## config.mk

```make
export PLATFORM = sky130hd
export DESIGN_NAME = sfs_fifo_status
export DESIGN_NICKNAME = d
export VERILOG_FILES = /design/src/design/sfs_fifo_status.v
export VERILOG_INCLUDE_DIRS = /design/src /design/src/design
export SDC_FILE = /design/constraint.sdc
export NUM_CORES = 1
export LEC_CHECK = 0
export ABC_AREA = 1
export BUFFER_PORTS_ARGS = -buffer_cell sky130_fd_sc_hd__buf_4
export CORE_ASPECT_RATIO = 0.5
export CORE_MARGIN = 1.5
export CORE_UTILIZATION = 50
export CTS_CLUSTER_DIAMETER = 80
export DETAILED_ROUTE_END_ITERATION = 6
export PLACE_DENSITY = 0.89
export SYNTH_ARGS = -nofsm -noshare
export SYNTH_HDL_FRONTEND = slang
export SYNTH_SLANG_ARGS = --single-unit
```

## constraint.sdc

```tcl
create_clock -name aclk -period 3.42 [get_ports aclk]
set_clock_uncertainty 0.15 [all_clocks]
set_input_delay 0.684 -clock aclk [delete_from_list [all_inputs] [get_ports aclk]]
set_output_delay 0.684 -clock aclk [all_outputs]
set_load 0.02 [all_outputs]
```

## src/design/sfs_defs.vh

```
// Constants for the serial controller FIFO status and interrupt block.
// Assumes byte addresses on a 32-bit AXI4-Lite register bus.
`ifndef SFS_DEFS_VH
`define SFS_DEFS_VH

// Register byte offsets
`define SFS_OFF_ENABLE      8'h08
`define SFS_OFF_TX_THR      8'h14
`define SFS_OFF_RX_THR      8'h18
`define SFS_OFF_TX_LVL      8'h1c
`define SFS_OFF_RX_LVL      8'h20
`define SFS_OFF_STATUS      8'h24
`define SFS_OFF_POLARITY    8'h28
`define SFS_OFF_MASK        8'h2c
`define SFS_OFF_MASKED      8'h30
`define SFS_OFF_RAW         8'h34
`define SFS_OFF_CLEAR       8'h38

// Field widths
`define SFS_THR_W           5
`define SFS_CNT_W           6
`define SFS_SRC_W           5

// FIFO depth in entries
`define SFS_DEPTH           6'h20

// Status bit positions
`define SFS_ST_RX_FULL      4
`define SFS_ST_RX_EMPTY     3
`define SFS_ST_TX_EMPTY     2
`define SFS_ST_TX_FULL      1
`define SFS_ST_ACTIVE       0

// Interrupt source positions
`define SFS_IRQ_RX_FULL     4
`define SFS_IRQ_RX_OVF      3
`define SFS_IRQ_RX_UNF      2
`define SFS_IRQ_TX_OVF      1
`define SFS_IRQ_TX_EMPTY    0

// Clear register bits
`define SFS_CLR_TX_OVF      3
`define SFS_CLR_RX_OVF      2
`define SFS_CLR_RX_UNF      1
`define SFS_CLR_ALL         0

// Reset values
`define SFS_RST_THR         5'h00
`define SFS_RST_CNT         6'h00
`define SFS_RST_MASK        5'h00
`define SFS_RST_POLARITY    1'h0
`define SFS_RST_ENABLE      1'h0

// Bus responses
`define SFS_RESP_OKAY       2'h0
`define SFS_RESP_SLVERR     2'h2

`endif

```

## src/design/sfs_fifo_status.v

```verilog
// FIFO level, threshold, status and interrupt logic of a serial controller.
// Assumes the shift engine and data path report FIFO pushes, pops and busy
// synchronously on aclk; software reaches the registers over AXI4-Lite.
//
// Overview of operation
// - Transmit-empty source is high while transmit count is at or below threshold.
// - Receive-full source is high while receive count reaches threshold plus one.
// - Read-only 6-bit transmit level field, reset to zero.
// - Read-only 6-bit receive level field, reset to zero.
// - Status bit 4 shows receive FIFO full, reset to zero.
// - Status bit 3 shows receive FIFO empty.
// - Status bit 2 shows transmit FIFO empty, one after reset.
// - Status bit 1 shows transmit FIFO full, reset to zero.
// - Status bit 0 shows transfer in progress, low when idle or disabled.
// - Polarity bit zero gives active-high interrupt, one gives active-low.
// - One mask bit per source; one passes the source, zero blocks it.
// - All mask bits reset to zero.
// - Masked status is raw source gated by mask; both views readable.
// - Disabling the controller empties both FIFOs, levels read zero.
//
// Local design decision: the AXI4-Lite interface to the registers.

`timescale 1ns/1ps
`include "sfs_defs.vh"

module sfs_fifo_status (
  // Clock and reset
  input  wire        aclk,
  input  wire        aresetn,
  // AXI4-Lite write address
  input  wire [7:0]  s_axi_awaddr,
  input  wire        s_axi_awvalid,
  output reg         s_axi_awready,
  // AXI4-Lite write data
  input  wire [31:0] s_axi_wdata,
  input  wire [3:0]  s_axi_wstrb,
  input  wire        s_axi_wvalid,
  output reg         s_axi_wready,
  // AXI4-Lite write response
  output reg  [1:0]  s_axi_bresp,
  output reg         s_axi_bvalid,
  input  wire        s_axi_bready,
  // AXI4-Lite read address
  input  wire [7:0]  s_axi_araddr,
  input  wire        s_axi_arvalid,
  output reg         s_axi_arready,
  // AXI4-Lite read data
  output reg  [31:0] s_axi_rdata,
  output reg  [1:0]  s_axi_rresp,
  output reg         s_axi_rvalid,
  input  wire        s_axi_rready,
  // FIFO activity from the data path and shift engine
  input  wire        tx_push,
  input  wire        tx_pop,
  input  wire        rx_push,
  input  wire        rx_pop,
  input  wire        engine_busy,
  // Towards the shift engine
  output reg         controller_enable,
  output reg         tx_full_out,
  output reg         rx_empty_out,
  // Interrupt
  output reg         irq
);

  // Registers
  reg                    enable_q;
  reg [`SFS_THR_W-1:0]   tx_threshold_field_q;
  reg [`SFS_THR_W-1:0]   rx_threshold_field_q;
  reg [`SFS_CNT_W-1:0]   tx_count_field_q;
  reg [`SFS_CNT_W-1:0]   rx_count_field_q;
  reg                    irq_level_select_q;
  reg [`SFS_SRC_W-1:0]   irq_mask_q;
  reg [`SFS_SRC_W-1:0]   sticky_q;
  reg                    rx_full_flag_q;
  reg                    rx_empty_flag_q;
  reg                    tx_empty_flag_q;
  reg                    tx_full_flag_q;
  reg                    transfer_active_flag_q;

  // Bus state
  reg                    aw_held_q;
  reg                    w_held_q;
  reg [7:0]              waddr_q;
  reg [31:0]             wdata_q;
  reg [3:0]              wstrb_q;

  // Bus combinational
  wire                   aw_hs;
  wire                   w_hs;
  wire                   ar_hs;
  wire                   do_write;
  wire                   wr_lane0;
  wire                   aw_held_d;
  wire                   w_held_d;
  wire                   bvalid_d;
  wire                   rvalid_d;
  reg                    wr_mapped;
  reg                    rd_mapped;
  reg [31:0]             rd_value;

  // Write register selects
  reg                    sel_enable;
  reg                    sel_tx_thr;
  reg                    sel_rx_thr;
  reg                    sel_polarity;
  reg                    sel_mask;
  reg                    sel_clear;

  // Datapath combinational
  wire                   enable_d;
  wire                   tx_push_ok;
  wire                   tx_pop_ok;
  wire                   rx_push_ok;
  wire                   rx_pop_ok;
  wire [`SFS_CNT_W-1:0]  tx_count_d;
  wire [`SFS_CNT_W-1:0]  rx_count_d;
  wire [`SFS_SRC_W-1:0]  event_set;
  wire [`SFS_SRC_W-1:0]  event_clr;
  wire [`SFS_SRC_W-1:0]  sticky_d;
  wire [`SFS_SRC_W-1:0]  raw_status;
  wire [`SFS_SRC_W-1:0]  masked_status;
  wire [4:0]             status_word;
  wire                   raw_read;
  wire                   clr_write;

  // Write strobes and next-state flags
  wire                   wr_enable;
  wire                   wr_tx_thr;
  wire                   wr_rx_thr;
  wire                   wr_polarity;
  wire                   wr_mask;
  wire                   tx_full_d;
  wire                   tx_empty_d;
  wire                   rx_full_d;
  wire                   rx_empty_d;
  wire                   irq_d;

  // Handshakes
  assign aw_hs    = s_axi_awvalid & s_axi_awready;
  assign w_hs     = s_axi_wvalid & s_axi_wready;
  assign ar_hs    = s_axi_arvalid & s_axi_arready;
  assign do_write = aw_held_q & w_held_q & ~s_axi_bvalid;
  assign wr_lane0 = do_write & wstrb_q[0];

  assign aw_held_d = (aw_held_q & ~do_write) | aw_hs;
  assign w_held_d  = (w_held_q & ~do_write) | w_hs;
  assign bvalid_d  = do_write | (s_axi_bvalid & ~s_axi_bready);
  assign rvalid_d  = ar_hs | (s_axi_rvalid & ~s_axi_rready);

  // Write address decode; read-only offsets take the write and ignore it
  always @* begin
    wr_mapped    = 1'b1;
    sel_enable   = 1'b0;
    sel_tx_thr   = 1'b0;
    sel_rx_thr   = 1'b0;
    sel_polarity = 1'b0;
    sel_mask     = 1'b0;
    sel_clear    = 1'b0;
    case (waddr_q)
      `SFS_OFF_ENABLE:   sel_enable   = 1'b1;
      `SFS_OFF_TX_THR:   sel_tx_thr   = 1'b1;
      `SFS_OFF_RX_THR:   sel_rx_thr   = 1'b1;
      `SFS_OFF_POLARITY: sel_polarity = 1'b1;
      `SFS_OFF_MASK:     sel_mask     = 1'b1;
      `SFS_OFF_CLEAR:    sel_clear    = 1'b1;
      `SFS_OFF_TX_LVL,
      `SFS_OFF_RX_LVL,
      `SFS_OFF_STATUS,
      `SFS_OFF_MASKED,
      `SFS_OFF_RAW:      wr_mapped    = 1'b1;
      default:           wr_mapped    = 1'b0;
    endcase
  end

  // Per-register write strobes; only byte lane 0 carries fields
  assign wr_enable   = wr_lane0 & sel_enable;
  assign wr_tx_thr   = wr_lane0 & sel_tx_thr;
  assign wr_rx_thr   = wr_lane0 & sel_rx_thr;
  assign wr_polarity = wr_lane0 & sel_polarity;
  assign wr_mask     = wr_lane0 & sel_mask;

  // Enable and FIFO levels
  assign enable_d = wr_enable ? wdata_q[0] : enable_q;

  assign tx_push_ok = tx_push & ~tx_full_flag_q;
  assign tx_pop_ok  = tx_pop & ~tx_empty_flag_q;
  assign rx_push_ok = rx_push & ~rx_full_flag_q;
  assign rx_pop_ok  = rx_pop & ~rx_empty_flag_q;

  // Disabled controller holds both FIFOs empty
  assign tx_count_d = ~enable_d ? `SFS_RST_CNT :
                      tx_count_field_q + {5'h00, tx_push_ok} - {5'h00, tx_pop_ok};
  assign rx_count_d = ~enable_d ? `SFS_RST_CNT :
                      rx_count_field_q + {5'h00, rx_push_ok} - {5'h00, rx_pop_ok};

  // Next-state flags shared by status bits and engine outputs
  assign tx_full_d  = (tx_count_d == `SFS_DEPTH);
  assign tx_empty_d = (tx_count_d == `SFS_RST_CNT);
  assign rx_full_d  = (rx_count_d == `SFS_DEPTH);
  assign rx_empty_d = (rx_count_d == `SFS_RST_CNT);

  // Sticky events; threshold positions stay zero here
  // Next enable gates them, so a disabling write latches nothing
  assign event_set[`SFS_IRQ_RX_FULL]  = 1'b0;
  assign event_set[`SFS_IRQ_RX_OVF]   = enable_d & rx_push & rx_full_flag_q;
  assign event_set[`SFS_IRQ_RX_UNF]   = enable_d & rx_pop & rx_empty_flag_q;
  assign event_set[`SFS_IRQ_TX_OVF]   = enable_d & tx_push & tx_full_flag_q;
  assign event_set[`SFS_IRQ_TX_EMPTY] = 1'b0;

  assign raw_read  = ar_hs && s_axi_araddr == `SFS_OFF_RAW;
  assign clr_write = wr_lane0 & sel_clear;

  assign event_clr[`SFS_IRQ_RX_FULL]  = 1'b0;
  assign event_clr[`SFS_IRQ_RX_OVF]   = raw_read |
    (clr_write & (wdata_q[`SFS_CLR_RX_OVF] | wdata_q[`SFS_CLR_ALL]));
  assign event_clr[`SFS_IRQ_RX_UNF]   = raw_read |
    (clr_write & (wdata_q[`SFS_CLR_RX_UNF] | wdata_q[`SFS_CLR_ALL]));
  assign event_clr[`SFS_IRQ_TX_OVF]   = raw_read |
    (clr_write & (wdata_q[`SFS_CLR_TX_OVF] | wdata_q[`SFS_CLR_ALL]));
  assign event_clr[`SFS_IRQ_TX_EMPTY] = 1'b0;

  // A new event beats a clear in the same cycle
  genvar gi;
  generate
    for (gi = 0; gi < `SFS_SRC_W; gi = gi + 1) begin : g_sticky
      assign sticky_d[gi] = event_set[gi] | (sticky_q[gi] & ~event_clr[gi]);
    end
  endgenerate

  // Raw and masked views
  assign raw_status[`SFS_IRQ_RX_FULL]  =
    (rx_count_field_q >= ({1'b0, rx_threshold_field_q} + 6'h01));
  assign raw_status[`SFS_IRQ_RX_OVF]   = sticky_q[`SFS_IRQ_RX_OVF];
  assign raw_status[`SFS_IRQ_RX_UNF]   = sticky_q[`SFS_IRQ_RX_UNF];
  assign raw_status[`SFS_IRQ_TX_OVF]   = sticky_q[`SFS_IRQ_TX_OVF];
  assign raw_status[`SFS_IRQ_TX_EMPTY] =
    (tx_count_field_q <= {1'b0, tx_threshold_field_q});
  assign masked_status = raw_status & irq_mask_q;
  // Polarity one inverts the line, so it idles high when active-low
  assign irq_d = (|masked_status) ^ irq_level_select_q;

  assign status_word = {rx_full_flag_q, rx_empty_flag_q, tx_empty_flag_q,
                        tx_full_flag_q, transfer_active_flag_q};

  // Read mux; unmapped reads return zero with an error
  always @* begin
    rd_mapped = 1'b1;
    rd_value  = 32'h0000_0000;
    case (s_axi_araddr)
      `SFS_OFF_ENABLE:   rd_value = {31'h0000_0000, enable_q};
      `SFS_OFF_TX_THR:   rd_value = {27'h000_0000, tx_threshold_field_q};
      `SFS_OFF_RX_THR:   rd_value = {27'h000_0000, rx_threshold_field_q};
      `SFS_OFF_TX_LVL:   rd_value = {26'h000_0000, tx_count_field_q};
      `SFS_OFF_RX_LVL:   rd_value = {26'h000_0000, rx_count_field_q};
      `SFS_OFF_STATUS:   rd_value = {27'h000_0000, status_word};
      `SFS_OFF_POLARITY: rd_value = {31'h0000_0000, irq_level_select_q};
      `SFS_OFF_MASK:     rd_value = {27'h000_0000, irq_mask_q};
      `SFS_OFF_MASKED:   rd_value = {27'h000_0000, masked_status};
      `SFS_OFF_RAW:      rd_value = {27'h000_0000, raw_status};
      `SFS_OFF_CLEAR:    rd_value = 32'h0000_0000;
      default:           rd_mapped = 1'b0;
    endcase
  end

  // Bus channel registers
  always @(posedge aclk) begin
    if (!aresetn) begin
      aw_held_q     <= 1'b0;
      w_held_q      <= 1'b0;
      waddr_q       <= 8'h00;
      wdata_q       <= 32'h0000_0000;
      wstrb_q       <= 4'h0;
      s_axi_awready <= 1'b0;
      s_axi_wready  <= 1'b0;
      s_axi_bvalid  <= 1'b0;
      s_axi_bresp   <= `SFS_RESP_OKAY;
      s_axi_arready <= 1'b0;
      s_axi_rvalid  <= 1'b0;
      s_axi_rresp   <= `SFS_RESP_OKAY;
      s_axi_rdata   <= 32'h0000_0000;
    end else begin
      aw_held_q     <= aw_held_d;
      w_held_q      <= w_held_d;
      // One write in flight; ready drops until the response is taken
      s_axi_awready <= ~aw_held_d & ~bvalid_d;
      s_axi_wready  <= ~w_held_d & ~bvalid_d;
      s_axi_bvalid  <= bvalid_d;
      s_axi_arready <= ~rvalid_d;
      s_axi_rvalid  <= rvalid_d;
      if (aw_hs) begin
        waddr_q <= s_axi_awaddr;
      end
      if (w_hs) begin
        wdata_q <= s_axi_wdata;
        wstrb_q <= s_axi_wstrb;
      end
      if (do_write) begin
        s_axi_bresp <= wr_mapped ? `SFS_RESP_OKAY : `SFS_RESP_SLVERR;
      end
      if (ar_hs) begin
        s_axi_rdata <= rd_value;
        s_axi_rresp <= rd_mapped ? `SFS_RESP_OKAY : `SFS_RESP_SLVERR;
      end
    end
  end

  // Control registers; only byte lane 0 carries fields
  always @(posedge aclk) begin
    if (!aresetn) begin
      enable_q             <= `SFS_RST_ENABLE;
      tx_threshold_field_q <= `SFS_RST_THR;
      rx_threshold_field_q <= `SFS_RST_THR;
      irq_level_select_q   <= `SFS_RST_POLARITY;
      irq_mask_q           <= `SFS_RST_MASK;
    end else begin
      enable_q <= enable_d;
      if (wr_tx_thr) begin
        tx_threshold_field_q <= wdata_q[`SFS_THR_W-1:0];
      end
      if (wr_rx_thr) begin
        rx_threshold_field_q <= wdata_q[`SFS_THR_W-1:0];
      end
      if (wr_polarity) begin
        irq_level_select_q <= wdata_q[0];
      end
      if (wr_mask) begin
        irq_mask_q <= wdata_q[`SFS_SRC_W-1:0];
      end
    end
  end

  // Levels, flags and sticky events
  always @(posedge aclk) begin
    if (!aresetn) begin
      tx_count_field_q       <= `SFS_RST_CNT;
      rx_count_field_q       <= `SFS_RST_CNT;
      sticky_q               <= 5'h00;
      rx_full_flag_q         <= 1'b0;
      rx_empty_flag_q        <= 1'b1;
      tx_empty_flag_q        <= 1'b1;
      tx_full_flag_q         <= 1'b0;
      transfer_active_flag_q <= 1'b0;
    end else begin
      tx_count_field_q       <= tx_count_d;
      rx_count_field_q       <= rx_count_d;
      sticky_q               <= sticky_d;
      // Flags follow the new count so they never lag the level field
      rx_full_flag_q         <= rx_full_d;
      rx_empty_flag_q        <= rx_empty_d;
      tx_empty_flag_q        <= tx_empty_d;
      tx_full_flag_q         <= tx_full_d;
      transfer_active_flag_q <= enable_d & engine_busy;
    end
  end

  // Outputs to engine and interrupt line
  always @(posedge aclk) begin
    if (!aresetn) begin
      controller_enable <= 1'b0;
      tx_full_out       <= 1'b0;
      rx_empty_out      <= 1'b1;
      irq               <= 1'b0;
    end else begin
      controller_enable <= enable_d;
      tx_full_out       <= tx_full_d;
      rx_empty_out      <= rx_empty_d;
      // One cycle behind the status views, a trade for a clean output flop
      irq               <= irq_d;
    end
  end

endmodule // sfs_fifo_status

```

==> results.sh <==
export IMPL_synth_seq_cells=67
export IMPL_io_pins=109
export IMPL_postCtsResizedCells=0
export IMPL_drive_gt1_share_pct=14.4
export IMPL_clk_pin_slew_ns=0.06
export IMPL_cp_required_ns=3.54
export IMPL_p_per_area_nw_per_um2=423
export IMPL_synthCells=551
export IMPL_hp_class="reg2reg"
export IMPL_grt_max_degree=31
export IMPL_first_pass_iters=5
export IMPL_cts_tree="done"
export IMPL_drt_iter0_markers=260
export IMPL_cts_num_sinks=67
export IMPL_vias=3718
export IMPL_grt_usage_pct=23.4
export IMPL_finalSetupViolations=0
export IMPL_drt_wl_total_microns=9340
export IMPL_regArea_sq_um=1340
export IMPL_initial_core_util_pct=52.5
export IMPL_postPlaceCellArea_sq_um=4290
export IMPL_dieHeight_microns=65.6
export IMPL_max_cap_violations=0
export IMPL_switching_power_mw=0.509
export IMPL_post_cts_buffers=0
export IMPL_die_width_microns=128
export IMPL_seqPwrFrac_pct=41.9
export IMPL_cts_root_buf="clkbuf_16"
export IMPL_hold_buffers=0
export IMPL_cts_buffers=9
export IMPL_grt_pass1_wl_microns=15200
export IMPL_avgSynthCellArea_sq_um=7.11
export IMPL_multiInputGateArea_sq_um=2150
export IMPL_crit_chain="buf_4 > inv_1 > nor2_1 > ha_1 > inv_1 > ha_1 > fa_1 > a21oi_1 > nor2_1 > nor2_1 > xor2_1 > nand3_1 > o21ai_0"
export IMPL_ir_worst_vdd_v=0.000271
export IMPL_cp_start_kind="primary input"
export IMPL_slew_viol_final=0
export IMPL_antenna_found_initial=0
export IMPL_crit_fanout=2
export IMPL_core_sq_um=7460
export IMPL_power_total_mw=1.94
export IMPL_final_common_cell="nand2_1"
export IMPL_swShare_pct=26.2
export IMPL_viasPerCell=5.19
export IMPL_hold_violations=0
export IMPL_layout_common_cells="96 x nand2_1, 67 x inv_1, 67 x nor2_1, 67 x dfxtp_1, 52 x buf_4"
export IMPL_n_antenna_cell=0
export IMPL_ys_warn_count=0
export IMPL_dieArea_sq_um=8410
export IMPL_leakage_nw=2.09
export IMPL_num_fill_cells=658
export IMPL_clkLatencyLatePin_ns=0.34
export IMPL_min_period_ns=2.53
export IMPL_crit_buf_inv=3
export IMPL_grt_pass1_vias=3256
export IMPL_maxSlewHeadroom_pct=66.9
export IMPL_status="finished clean"
export IMPL_p_int_mw=1.43
export IMPL_crit_arrival_ns=2.65
export IMPL_setup_tns_final_ns=0
export IMPL_finalWeightedCongestion=0.907
export IMPL_gr_total_overflow=0
export IMPL_dp_hpwl_microns=6900
export IMPL_pwr_share_comb_pct=9.1
export IMPL_drt_antenna_violating_nets=0
export IMPL_dp_cells=701
export IMPL_final_nets=694
export IMPL_finalNonFillerCells=717
export IMPL_cp_slowest_cell="fa_1"
export IMPL_htree_num_levels=3
export IMPL_ys_seq_area_share_pct=34.2
export IMPL_p_clk_share_pct=49.0
export IMPL_cts_path_max_buffers=2
export IMPL_fmax_mhz=395
export IMPL_cp_end_kind="flop"
export IMPL_routedWlPerCell_microns=13.0
export IMPL_cp_top_family="adder cells"
export IMPL_route_detailed_drc=0
export IMPL_area_growth_pct=17.3
export IMPL_finalCritPeriodShare_pct=74.0
export IMPL_netlist_area_sq_um=3920
export IMPL_critical_path_class="in2reg"
export IMPL_synth_cell_types=39
export IMPL_io_buffers=50
export IMPL_worstMarginPinSlew_ns=0.495
export IMPL_cpPeakStageDelay_ns=0.41
export IMPL_rows=22
export IMPL_rsz0062_at_grt="false"
export IMPL_cpMostUsedCell="nor2_1"
export IMPL_stdcell_area_sq_um=4600
## worst min-delay path: stages (launching register included)
cell and delay [ns]:
dfxtp_1 0.31, nand2_1 0.06, a21oi_1 0.06
## state kept, by name, summed over array words and instances (netlist names), 3 cells and up
name and flops:
waddr_q 8, tx_count_field_q 6, wdata_q 5, irq_mask_q 5, rx_threshold_field_q 5, s_axi_rdata 6, tx_threshold_field_q 5, sticky_q 3
rx_count_field_q 6
## power by group through the flow
stage | Sequential, mW | Clock (mW) | Combinational (mW)
2_1_floorplan | 0.835 | 0 | 0.133
3_3_place_gp | 0.830 | 0 | 0.172
3_5_place_dp | 0.830 | 0 | 0.175
4_1_cts | 0.813 | 0.968 | 0.176
5_1_grt | 0.815 | 1.00 | 0.195
6_report | 0.813 | 0.953 | 0.177
## Yosys cell counts
cell type	instances	share of area, %
a211oi_1	6	1.1
clkbuf_1	7	0.67
o211ai_1	3	0.57
o21ai_4	1	0.42
a21boi_0	1	0.19
inv_2	4	0.38
fa_1	2	1.0
a31oi_1	2	0.32
o22ai_1	1	0.16
xnor2_1	5	1.1
and2_1	1	0.16
conb_1	1	0.096
nor3_1	8	1.0
nor3_4	3	1.2
nand3b_1	3	0.57
buf_2	1	0.13
o21ai_1	3	0.38
ha_1	24	7.7
nor2_4	1	0.29
nand2_2	2	0.32
nor2_1	67	6.4
a311oi_1	1	0.22
xor2_1	7	1.6
buf_4	28	5.4
a21oi_1	40	5.1
nand4_1	4	0.64
nand2_1	96	9.2
a21o_1	1	0.19
o21ai_0	37	4.7
dfxtp_1	67	34
or2_2	1	0.16
inv_1	67	6.4
buf_6	1	0.29
clkinv_1	2	0.19
nor2_2	7	1.1
nor4_1	1	0.16
nand3_1	43	5.5
nand3_4	1	0.45
o21bai_1	1	0.19
## layout make-up
class	count	share of cell area, %
Multi-Input combinational cell	401	46.8
Sequential cell	67	29.2
Timing Repair Buffer	52	8.49
Inverter	73	5.96
Clock buffer	9	4.90
Tap cell	108	2.94
Clock inverter	7	1.74
## through the flow
stage / hold slack (ns) / worst slack [ns] / util, %
floorplan: 0.298 / 0.861 / -
finish: 0.321 / 0.890 / 61.6
global placement: 0.307 / 0.616 / 57.5
detailed placement: 0.314 / 0.549 / 57.5
global route: 0.348 / 0.735 / 61.6
CTS: 0.323 / 0.898 / 61.6
## path summary, 6_finish.rpt
path,from,to,slack [ns],cells after the start
setup reg to reg,rx_empty_out$_SDFF_PN1_,rx_empty_out$_SDFF_PN1_,0.96,11
hold reg to reg,s_axi_rdata[0]$_SDFFE_PN0P_,s_axi_rdata[0]$_SDFFE_PN0P_,0.32,2
setup / recovery,rx_pop,rx_empty_out$_SDFF_PN1_,0.89,13
hold / removal,s_axi_rdata[0]$_SDFFE_PN0P_,s_axi_rdata[0]$_SDFFE_PN0P_,0.32,2
## cell families (layout without fill, tap and decap cells)
family	Yosys count	in the layout	synth area share [%]
AOI/OAI and AO/OA	97	97	13.6
other	1	28	0.0957
and+or+nand+nor	238	238	27.2
buffers and inverters	110	141	13.4
xor gates and xnor gates	12	12	2.68
DFF	67	67	34.2
adders and majority gates	26	26	8.68
## metal layers
metal / share of wire (%) / up-vias / track usage, %
met5: 0 / - / 0
met4: 2.4 / 0 / 11.0
met3: 8.8 / 26 / 6.43
met2: 45 / 194 / 37.8
met1: 44 / 1648 / 29.5
li1: - / 1850 / -
No activity file was read; power rests on OpenSTA's default activity.
